[src/shared/phy_aux_params.svh]
// Offsets, field positions, reset values and limits of the PHY auxiliary registers
`ifndef PHY_AUX_PARAMS_SVH
`define PHY_AUX_PARAMS_SVH

// Management register offsets
`define ADDR_TX100_AUX_STATUS    5'h11
`define ADDR_RX_ERROR_COUNT      5'h12
`define ADDR_FALSE_CARRIER_COUNT 5'h13
`define ADDR_AUX_CONTROL_STATUS  5'h18

// Auxiliary status field positions
`define STS_LOCKED_BIT       9
`define STS_LINK_BIT         8
`define STS_REMOTE_FAULT_BIT 7
`define STS_FALSE_CARR_BIT   5
`define STS_BAD_ESD_BIT      4
`define STS_RX_ERR_BIT       3
`define STS_TX_ERR_BIT       2
`define STS_LOCK_ERR_BIT     1
`define STS_MLT3_ERR_BIT     0

// Auxiliary control/status field positions
`define CTL_JABBER_DIS_BIT 15
`define CTL_FORCE_LINK_BIT 14
`define CTL_SQUELCH_MSB    7
`define CTL_SQUELCH_LSB    6
`define CTL_EDGE_MSB       5
`define CTL_EDGE_LSB       4
`define CTL_AN_IND_BIT     3
`define CTL_FORCE_IND_BIT  2
`define CTL_SPEED_IND_BIT  1
`define CTL_DUPLEX_IND_BIT 0

// Reset values of writable control fields
`define RST_JABBER_DIS 1'h0
`define RST_FORCE_LINK 1'h0
`define RST_SQUELCH    2'h0
`define RST_EDGE_RATE  2'h3

// Counter widths and saturation points
`define RXERR_WIDTH 16
`define FCAR_WIDTH  8
`define RXERR_MAX   16'h00ff
`define FCAR_MAX    8'hff

`endif

[src/shared/phy_aux_pkg.sv]
// Types shared by the PHY auxiliary status and error counter block
package phy_aux_pkg;

   typedef enum logic [1:0] {
      SQUELCH_NORMAL = 2'h0,
      SQUELCH_LOW    = 2'h1,
      SQUELCH_HIGH   = 2'h2,
      SQUELCH_ILLEGAL = 2'h3
   } squelch_mode_t;

   typedef enum logic [1:0] {
      EDGE_1NS = 2'h0,
      EDGE_2NS = 2'h1,
      EDGE_3NS = 2'h2,
      EDGE_4NS = 2'h3
   } edge_rate_t;

   // Live receive-path conditions
   typedef struct packed {
      logic descrambler_locked;
      logic link_100_good;
      logic remote_fault;
   } rx_live_t;

   // One-cycle receive-path events
   typedef struct packed {
      logic false_carrier;
      logic bad_esd;
      logic invalid_code;
      logic tx_error_code;
      logic lock_lost;
      logic mlt3_error;
   } rx_event_t;

   // Writable control fields
   typedef struct packed {
      logic          jabber_disable;
      logic          force_link;
      squelch_mode_t squelch;
      edge_rate_t    edge_rate;
   } aux_ctrl_t;

   // Latched-high status flags
   typedef struct packed {
      logic false_carrier;
      logic bad_esd;
      logic rx_error;
      logic tx_error;
      logic lock_error;
      logic mlt3_error;
   } latched_high_flag_t;

endpackage : phy_aux_pkg

[src/phy_aux_status_error_counters.sv]
// Auxiliary status, error counters and auxiliary control of one PHY port
`timescale 1ns/1ps
`include "phy_aux_params.svh"

module phy_aux_status_error_counters #(
   parameter int                  RXERR_W   = `RXERR_WIDTH,
   parameter int                  FCAR_W    = `FCAR_WIDTH,
   parameter logic [RXERR_W-1:0]  RXERR_SAT = `RXERR_MAX,
   parameter logic [FCAR_W-1:0]   FCAR_SAT  = `FCAR_MAX
) (
   // Clock and reset
   input  wire logic                        clk_sys,
   input  wire logic                        rst_n,
   // Management register access
   input  wire logic [4:0]                  mgmt_addr,
   input  wire logic                        mgmt_rd,
   input  wire logic                        mgmt_wr,
   input  wire logic [15:0]                 mgmt_wdata,
   output logic      [15:0]                 mgmt_rdata,
   output logic                             mgmt_rvalid,
   // Receive path conditions and events
   input  wire phy_aux_pkg::rx_live_t       rx_live,
   input  wire phy_aux_pkg::rx_event_t      rx_event,
   input  wire logic                        rx_err_packet,
   input  wire logic                        rx_collision,
   // Configuration pins and mode inputs
   input  wire logic                        autoneg_enable_pin,
   input  wire logic                        force_fast_speed_pin,
   input  wire logic                        ctrl_autoneg_bit,
   input  wire logic                        ctrl_speed_bit,
   input  wire logic                        speed_100,
   input  wire logic                        autoneg_busy,
   input  wire logic                        full_duplex,
   // Control outputs to the analog and link logic
   output phy_aux_pkg::aux_ctrl_t           aux_ctrl,
   output logic                             jabber_disable,
   output logic                             force_link,
   output logic                             high_squelch_select,
   output logic                             low_squelch_select,
   output phy_aux_pkg::edge_rate_t          edge_rate
);

   generate
      if (RXERR_W < 1 || RXERR_W > 16) begin : g_bad_rxerr
         $error("Receive error counter width must be 1 to 16");
      end
      if (FCAR_W < 1 || FCAR_W > 8) begin : g_bad_fcar
         $error("False carrier counter width must be 1 to 8");
      end
      // A zero ceiling would freeze the counter at reset
      if (RXERR_SAT == '0 || FCAR_SAT == '0) begin : g_bad_sat
         $error("Counter saturation values must be nonzero");
      end
   endgenerate

   // Register selects
   logic                     rd_status;
   logic                     rd_rxerr;
   logic                     rd_fcar;
   logic                     rd_ctrl;
   logic                     wr_ctrl;

   assign rd_status = mgmt_rd && (mgmt_addr == `ADDR_TX100_AUX_STATUS);
   assign rd_rxerr  = mgmt_rd && (mgmt_addr == `ADDR_RX_ERROR_COUNT);
   assign rd_fcar   = mgmt_rd && (mgmt_addr == `ADDR_FALSE_CARRIER_COUNT);
   assign rd_ctrl   = mgmt_rd && (mgmt_addr == `ADDR_AUX_CONTROL_STATUS);
   assign wr_ctrl   = mgmt_wr && (mgmt_addr == `ADDR_AUX_CONTROL_STATUS);

   // Latched-high flags
   phy_aux_pkg::latched_high_flag_t flags;
   phy_aux_pkg::latched_high_flag_t next_flags;
   phy_aux_pkg::latched_high_flag_t flag_set;

   always_comb begin
      flag_set.false_carrier = rx_event.false_carrier;
      flag_set.bad_esd       = rx_event.bad_esd;
      flag_set.rx_error      = rx_event.invalid_code;
      flag_set.tx_error      = rx_event.tx_error_code;
      flag_set.lock_error    = rx_event.lock_lost;
      flag_set.mlt3_error    = rx_event.mlt3_error;
      // Clear on status read, but a same-cycle event survives
      if (rd_status) begin
         next_flags = flag_set;
      end else begin
         next_flags = flags | flag_set;
      end
   end

   always_ff @(posedge clk_sys or negedge rst_n) begin
      if (!rst_n) begin
         flags <= '0;
      end else begin
         flags <= next_flags;
      end
   end

   // Error counters
   logic [RXERR_W-1:0]       rxerr_cnt;
   logic [RXERR_W-1:0]       next_rxerr_cnt;
   logic [FCAR_W-1:0]        fcar_cnt;
   logic [FCAR_W-1:0]        next_fcar_cnt;
   logic                     rxerr_inc;
   logic                     fcar_inc;

   assign rxerr_inc = rx_err_packet && !rx_collision;
   assign fcar_inc  = rx_event.false_carrier;

   always_comb begin
      next_rxerr_cnt = rxerr_cnt;
      if (rd_rxerr) begin
         // Event in the clearing cycle counts as the first of the next period
         next_rxerr_cnt = rxerr_inc ? RXERR_W'(1) : '0;
      end else if (rxerr_inc && rxerr_cnt < RXERR_SAT) begin
         next_rxerr_cnt = rxerr_cnt + RXERR_W'(1);
      end
   end

   always_comb begin
      next_fcar_cnt = fcar_cnt;
      if (rd_fcar) begin
         next_fcar_cnt = fcar_inc ? FCAR_W'(1) : '0;
      end else if (fcar_inc && fcar_cnt < FCAR_SAT) begin
         next_fcar_cnt = fcar_cnt + FCAR_W'(1);
      end
   end

   always_ff @(posedge clk_sys or negedge rst_n) begin
      if (!rst_n) begin
         rxerr_cnt <= '0;
         fcar_cnt  <= '0;
      end else begin
         rxerr_cnt <= next_rxerr_cnt;
         fcar_cnt  <= next_fcar_cnt;
      end
   end

   // Writable control fields
   phy_aux_pkg::aux_ctrl_t   ctrl;
   phy_aux_pkg::aux_ctrl_t   next_ctrl;

   always_comb begin
      next_ctrl = ctrl;
      if (wr_ctrl) begin
         next_ctrl.jabber_disable = mgmt_wdata[`CTL_JABBER_DIS_BIT];
         next_ctrl.force_link     = mgmt_wdata[`CTL_FORCE_LINK_BIT];
         // Stored as written; writing 11 is the writer's fault
         next_ctrl.squelch = phy_aux_pkg::squelch_mode_t'(
            mgmt_wdata[`CTL_SQUELCH_MSB:`CTL_SQUELCH_LSB]);
         next_ctrl.edge_rate = phy_aux_pkg::edge_rate_t'(
            mgmt_wdata[`CTL_EDGE_MSB:`CTL_EDGE_LSB]);
      end
   end

   always_ff @(posedge clk_sys or negedge rst_n) begin
      if (!rst_n) begin
         ctrl.jabber_disable <= `RST_JABBER_DIS;
         ctrl.force_link     <= `RST_FORCE_LINK;
         ctrl.squelch        <= phy_aux_pkg::squelch_mode_t'(`RST_SQUELCH);
         ctrl.edge_rate      <= phy_aux_pkg::edge_rate_t'(`RST_EDGE_RATE);
      end else begin
         ctrl <= next_ctrl;
      end
   end

   assign aux_ctrl            = ctrl;
   assign jabber_disable      = ctrl.jabber_disable;
   assign force_link          = ctrl.force_link;
   assign high_squelch_select = ctrl.squelch[1];
   assign low_squelch_select  = ctrl.squelch[0];
   assign edge_rate           = ctrl.edge_rate;

   // Read-only indications
   logic                     an_ind;
   logic                     force_ind;
   logic                     speed_ind;
   logic                     duplex_ind;

   assign an_ind    = ctrl_autoneg_bit && autoneg_enable_pin;
   assign force_ind = !((!autoneg_enable_pin && !force_fast_speed_pin) ||
                        (autoneg_enable_pin && !ctrl_autoneg_bit &&
                         !ctrl_speed_bit));
   // Negotiation always runs at 10 Mb/s
   assign speed_ind  = speed_100 && !autoneg_busy;
   assign duplex_ind = full_duplex;

   // Read data assembly
   logic [15:0]              status_word;
   logic [15:0]              rxerr_word;
   logic [15:0]              fcar_word;
   logic [15:0]              ctrl_word;

   always_comb begin
      status_word = 16'h0000;
      status_word[`STS_LOCKED_BIT]       = rx_live.descrambler_locked;
      status_word[`STS_LINK_BIT]         = rx_live.link_100_good;
      status_word[`STS_REMOTE_FAULT_BIT] = rx_live.remote_fault;
      status_word[`STS_FALSE_CARR_BIT]   = flags.false_carrier;
      status_word[`STS_BAD_ESD_BIT]      = flags.bad_esd;
      status_word[`STS_RX_ERR_BIT]       = flags.rx_error;
      status_word[`STS_TX_ERR_BIT]       = flags.tx_error;
      status_word[`STS_LOCK_ERR_BIT]     = flags.lock_error;
      status_word[`STS_MLT3_ERR_BIT]     = flags.mlt3_error;
   end

   always_comb begin
      rxerr_word = 16'h0000;
      rxerr_word[RXERR_W-1:0] = rxerr_cnt;
      fcar_word = 16'h0000;
      fcar_word[FCAR_W-1:0] = fcar_cnt;
   end

   always_comb begin
      ctrl_word = 16'h0000;
      ctrl_word[`CTL_JABBER_DIS_BIT] = ctrl.jabber_disable;
      ctrl_word[`CTL_FORCE_LINK_BIT] = ctrl.force_link;
      ctrl_word[`CTL_SQUELCH_MSB:`CTL_SQUELCH_LSB] = ctrl.squelch;
      ctrl_word[`CTL_EDGE_MSB:`CTL_EDGE_LSB] = ctrl.edge_rate;
      ctrl_word[`CTL_AN_IND_BIT]     = an_ind;
      ctrl_word[`CTL_FORCE_IND_BIT]  = force_ind;
      ctrl_word[`CTL_SPEED_IND_BIT]  = speed_ind;
      ctrl_word[`CTL_DUPLEX_IND_BIT] = duplex_ind;
   end

   // Read data register
   logic [15:0]              next_rdata;
   logic                     next_rvalid;

   always_comb begin
      next_rdata  = mgmt_rdata;
      next_rvalid = 1'b0;
      if (mgmt_rd) begin
         next_rvalid = 1'b1;
         // Captured before the clear takes effect
         unique case (mgmt_addr)
            `ADDR_TX100_AUX_STATUS:    next_rdata = status_word;
            `ADDR_RX_ERROR_COUNT:      next_rdata = rxerr_word;
            `ADDR_FALSE_CARRIER_COUNT: next_rdata = fcar_word;
            `ADDR_AUX_CONTROL_STATUS:  next_rdata = ctrl_word;
            default:                   next_rdata = 16'h0000;
         endcase
      end
   end

   always_ff @(posedge clk_sys or negedge rst_n) begin
      if (!rst_n) begin
         mgmt_rdata  <= 16'h0000;
         mgmt_rvalid <= 1'b0;
      end else begin
         mgmt_rdata  <= next_rdata;
         mgmt_rvalid <= next_rvalid;
      end
   end

endmodule : phy_aux_status_error_counters

[config.mk]
export PLATFORM = sky130hd
export DESIGN_NAME = phy_aux_status_error_counters
export DESIGN_NICKNAME = d
export VERILOG_FILES = /design/src/shared/phy_aux_pkg.sv /design/src/phy_aux_status_error_counters.sv
export VERILOG_INCLUDE_DIRS = /design/src /design/src/shared
export SDC_FILE = /design/constraint.sdc
export NUM_CORES = 1
export LEC_CHECK = 0
export ABC_AREA = 1
export BUFFER_PORTS_ARGS = -buffer_cell sky130_fd_sc_hd__buf_2
export CORE_UTILIZATION = 50
export CTS_CLUSTER_DIAMETER = 200
export CTS_CLUSTER_SIZE = 24
export DETAILED_ROUTE_END_ITERATION = 8
export GPL_TIMING_DRIVEN = 0
export HOLD_SLACK_MARGIN = 0.15
export MAX_ROUTING_LAYER = met4
export PLACE_DENSITY = 0.75
export SETUP_SLACK_MARGIN = 0.15
export SYNTH_ARGS = -nofsm -noshare
export SYNTH_HDL_FRONTEND = slang
export SYNTH_SLANG_ARGS = --single-unit
[constraint.sdc]
create_clock -name clk_sys -period 1.7 [get_ports clk_sys]
set_clock_uncertainty 0.15 [all_clocks]
set_input_delay 0.17 -clock clk_sys [delete_from_list [all_inputs] [get_ports clk_sys]]
set_output_delay 0.17 -clock clk_sys [all_outputs]
set_load 0.05 [all_outputs]
### After elaboration in Yosys (flattened, before gate mapping)

Cells that the tools add are included.

* equality and inequality tests: 4
* mux-type cells: 9
* add/subtract/negate cells: 2
* bitwise logic cells: 1
* $lt $le $gt $ge: 2
* reductions and logical operators: 22

Operator list (number)
* $pmux 16 s4: 1
* $mux 16: 2
* $eq 5x5->1 const B: 4
* $add 16x1->16 const B: 1
* $lt 16x8->1 const B: 1
* $mux 8: 2
* $logic_and 1x1->1: 12
* $add 8x1->8 const B: 1
* $lt 8x8->1 const B: 1
* $logic_not 1->1: 7
* $mux 6: 1
* $or 6x6->6: 1
* $reduce_bool 2->1: 2
* $mux 1: 3
* $logic_or 1x1->1: 1

* input port bits: 43
* logic and storage cells: 54
* register bits after elaboration: 53

### Depth between registers and ports, before layout

* depth after elaboration: 6
* depth in mapped cells: 10

### Least setup slack after synthesis

OpenSTA, ideal clock, no wires.

* path type: register -> register
* start point: register rxerr_cnt[0]
* end point: register rxerr_cnt[7]
* path buffers: 0
* clock period less this slack: 1.496 ns
* path slack: 0.204 ns
* data required time: 1.485 ns
* arrival: 1.281 ns
* stages on the path, launching flop included: 9
* library setup time: 0.065 ns
* cells stage by stage: dfrtp_1 -> ha_1 -> inv_1 -> nor2_4 -> nand2_1 -> nor2_1 -> nor2_1 -> nand3_1 -> nand2_1

* cells in the longest elaborated chain, start to end: 3
* elaborated cells between the ends (all ways): 6

Ends and longest elaborated chain
* start: declaration: line phy_aux_status_error_counters.sv:98 `logic [RXERR_W-1:0] rxerr_cnt;`
* start signal: assignment: line phy_aux_status_error_counters.sv:132 `rxerr_cnt <= next_rxerr_cnt;`
* $add 16x1->16 or $lt 16x8->1 (tied branches): line phy_aux_status_error_counters.sv:114, phy_aux_status_error_counters.sv:113
* $mux 16 or $logic_and 1x1->1 (tied branches): line phy_aux_status_error_counters.sv:113 `end else if (rxerr_inc && rxerr_cnt < RXERR_SAT) begin`
* $mux 16 or $reduce_bool 2->1 (tied branches)

Parallel ways exist; a longest one is shown, timed or not. The select of a mux whose other input is x is not followed.
A chain may end at the register's enable or synchronous reset.

### Worst setup path after layout

* start point: register fcar_cnt[1]
* end point: register fcar_cnt[3]

* cells in the longest elaborated chain, start to end: 3
* elaborated cells between the ends (all ways): 6

Ends and longest elaborated chain
* start: declaration: line phy_aux_status_error_counters.sv:100 `logic [FCAR_W-1:0] fcar_cnt;`
* start signal: assignment: line phy_aux_status_error_counters.sv:133 `fcar_cnt <= next_fcar_cnt;`
* $add 8x1->8 or $lt 8x8->1 (tied branches): line phy_aux_status_error_counters.sv:123, phy_aux_status_error_counters.sv:122
* $mux 8 or $logic_and 1x1->1 (tied branches): line phy_aux_status_error_counters.sv:122 `end else if (fcar_inc && fcar_cnt < FCAR_SAT) begin`
* $mux 8 or $reduce_bool 2->1 (tied branches)

Parallel ways exist; a longest one is shown, timed or not. The select of a mux whose other input is x is not followed.

==> results.cfg <==
[status]
status = finished with violations
violations = hold timing

[placement]
pre_cts_ws_ps = -20.2
port_buffers = 59
hpwl_um = 4870
placed_cells = 516
place_area_um2 = 3380
place_congestion = 0.871

[logic_synthesis]
yosysWarningCount = 0
async_flop_share_pct = 100
synth_top_area_share_pct = 42.7
syn-num-nets = 430
yosysMostFrequentCell = nand2_1
synth.distinct_cells = 29
synth_common_cells = nand2_1, dfrtp_1, inv_1, nand3_1, nand4_1
synth.area.top_cells = dfrtp_1, nand2_1, inv_1
synthFlopType = dfrtp_1
synth_edf_count = 0
synth.ff_latch_count = 53
postSynthCellCount = 385
yosysTopAreaCell = dfrtp_1
synth_area_um2 = 2990
syn_area_per_cell_um2 = 7.77
seq_area_frac_synth_pct = 44.4

[global_route]
track_usage_pct = 25.4
first_global_vias = 2679
grt_max_degree = 54
grt_pass1_wl_um = 12200
grt_antenna_before_repair = 0
overflow = 0

[routing]
post_drt_wl_per_cell_um = 13.3
drt-met1-wl_um = 3290
routed-via-count = 2890
postRouteAntennaNets = 0
routed_via_density = 5.17
drc = 0
drt_iter0_markers = 247
routed_wl_um = 7450
wl_met2_um = 3650
met3_length_um = 431
routed.top_layer = met4
drt_first_pass_iters = 4

[floorplan]
dieArea_um2 = 6290
row_count = 27
fp.coreArea_um2 = 5640
pin_count = 72
initial_utilization_pct = 53.0
die_width_um = 79.3
die_y_um = 79.3

[sta]
hold_viol_final = 51
tns_ps = 0
hold_ws_ps = -69.1
slew_headroom_pct = 22.9
fin_crit_ps = 1550
finalWorstSetupSlack_ps = 150
finalCritPeriodShare_pct = 91.2
maxSlewViolCount = 0
max_freq_mhz = 645
grt_setup_unrepaired = true
setup_viol_count_final = 0
tightest_slew_ps = 1160

[finish]
synthToLayoutAreaGrowth_pct = 31.2
num-nets-final = 531
fin_cells = 559
postLayoutCellArea_um2 = 3920
antenna_cells = 0
drive_gt1_share_pct = 30.0

[power_and_ir_drop]
vdd_ir_drop_max_mv = 0.602
total_power_mw = 3.39
leakagePower_nw = 2.22
powerDensity_nw_per_um2 = 864

[setup_path]
crit_required_ps = 1750
endpoint_kind = flip-flop
start_kind = flip-flop
critical_path_class = flip-flop to flip-flop
worstPathMaxFanout = 8
crit_arrival_ps = 1600
reg2reg_depth = 8

[clocking]
ctsHoldBuffers = 22
cts_buffers = 5
root_buffer = clkbuf_8
cts_tree = yes
worstSkewPairLatency_ps = 310
clk_pin_slew_ps = 100
cts_buffer_depth = 2
clock-sinks = 53
htree_levels = 2

[min_path]
hold_class = primary input to asynchronous set/reset pin

[flow_run]
drv_cap = 0
## repair_timing
action | in CTS | in global routing
endpoints found under the setup margin | 19 | 24
buffers inserted | 6 | 7
pin swaps | 2 | 18
endpoints found under the hold margin | 72 | 51
gates resized for setup | 5 | 32
## layout by cell type, fill, tap and decap left out, types with 2 or more instances in the layout
| cell | netlist | layout |
|---|---|---|
| a22o_1 | 2 | 2 |
| buf_2 | 4 | 61 |
| buf_4 | 10 | 23 |
| buf_6 | 3 | 4 |
| clkbuf_8 | 0 | 5 |
| clkinvlp_4 | 0 | 2 |
| dfrtp_1 | 51 | 49 |
| dfrtp_2 | 0 | 2 |
| dfstp_2 | 2 | 2 |
| dlygate4sd3_1 | 0 | 22 |
| ha_4 | 0 | 2 |
| inv_1 | 49 | 47 |
| inv_2 | 3 | 3 |
| inv_4 | 0 | 2 |
| nand2_1 | 122 | 120 |
| nand2_2 | 4 | 4 |
| nand2_4 | 2 | 4 |
| nand3_1 | 34 | 28 |
| nand3_2 | 2 | 7 |
| nand3_4 | 1 | 2 |
| nand3b_1 | 3 | 3 |
| nand4_1 | 27 | 27 |
| nor2_1 | 18 | 9 |
| nor2_2 | 2 | 10 |
| nor2_4 | 6 | 7 |
| o21ai_0 | 19 | 18 |
| o21ai_2 | 2 | 2 |
| o21bai_1 | 5 | 5 |
| o22ai_1 | 2 | 2 |
| xnor2_1 | 2 | 2 |
| xor2_1 | 5 | 5 |
## report_power, final
part / internal [mW] / switching (mW) / total (mW)
sequential: 1.40 / 0.156 / 1.56
combinational: 0.422 / 0.665 / 1.09
clock: 0.300 / 0.445 / 0.745
total: 2.12 / 1.27 / 3.39
## state kept, by name (all words and copies together), names as in the netlist
register        count
aux_ctrl            2
edge_rate           2
mgmt_rdata         16
jabber_disable      1
flags               6
rxerr_cnt          16
mgmt_rvalid         1
fcar_cnt            8
force_link          1
## layout make-up
type / instances / area (um^2)
timing repair buffer: 94 / 634
multi-input combinational: 261 / 1430
inverter: 53 / 209
clock buffer: 5 / 68.8
buffer: 18 / 133
clock inverter: 3 / 26.3
fill: 413 / 1720
tap: 72 / 90.1
sequential: 53 / 1330
## worst max-delay path, stage by stage (launching register included)
cell and delay, ps:
dfrtp_1 420, ha_4 150, nand3_2 100, nor2_2 160, nand2_1 100, nand2_2 140
inv_4 70, nand3_1 70, o21ai_0 80
## final timing paths
| check | startpoint | slack, ps | to |
|---|---|---|---|
| min in group clk_sys | mgmt_wr | 130 | aux_ctrl[2] |
| max in group asynchronous | rst_n | 670 | rxerr_cnt[3] |
| setup reg to reg | fcar_cnt[1] | 150 | fcar_cnt[3] |
| setup / recovery | fcar_cnt[1] | 150 | fcar_cnt[3] |
| hold / removal | rst_n | -70 | jabber_disable |
| hold reg to reg | rxerr_cnt[10] | 330 | rxerr_cnt[10] |
## layer usage
metal  up-vias  global-route usage (%)
met4         0                    7.64
li1       1431                       -
met3        10                    3.10
met1      1353                    33.9
met2        96                    40.7
met5         -                       -
## per-stage QoR
step                      util, %  hold slack (ps)
after CTS                    66.7            -17.6
after global routing         69.5             41.5
final                        69.5            -69.1
after detailed placement     59.8              145
after global placement       59.8              142
after floorplan                 -             -276
## cells by family (layout without fill, tap and decap cells)
logic type | Yosys count | count (layout) | synth area share [%]
and+or+nand+nor | 222 | 222 | 35.4
xor gates and xnor gates | 7 | 7 | 2.05
buffers and inverters | 71 | 173 | 11.3
adders and majority gates | 2 | 2 | 0.837
AOI/OAI and AO/OA | 30 | 30 | 6.03
DFF | 53 | 53 | 44.4
Power figures use the tool's default switching activity.
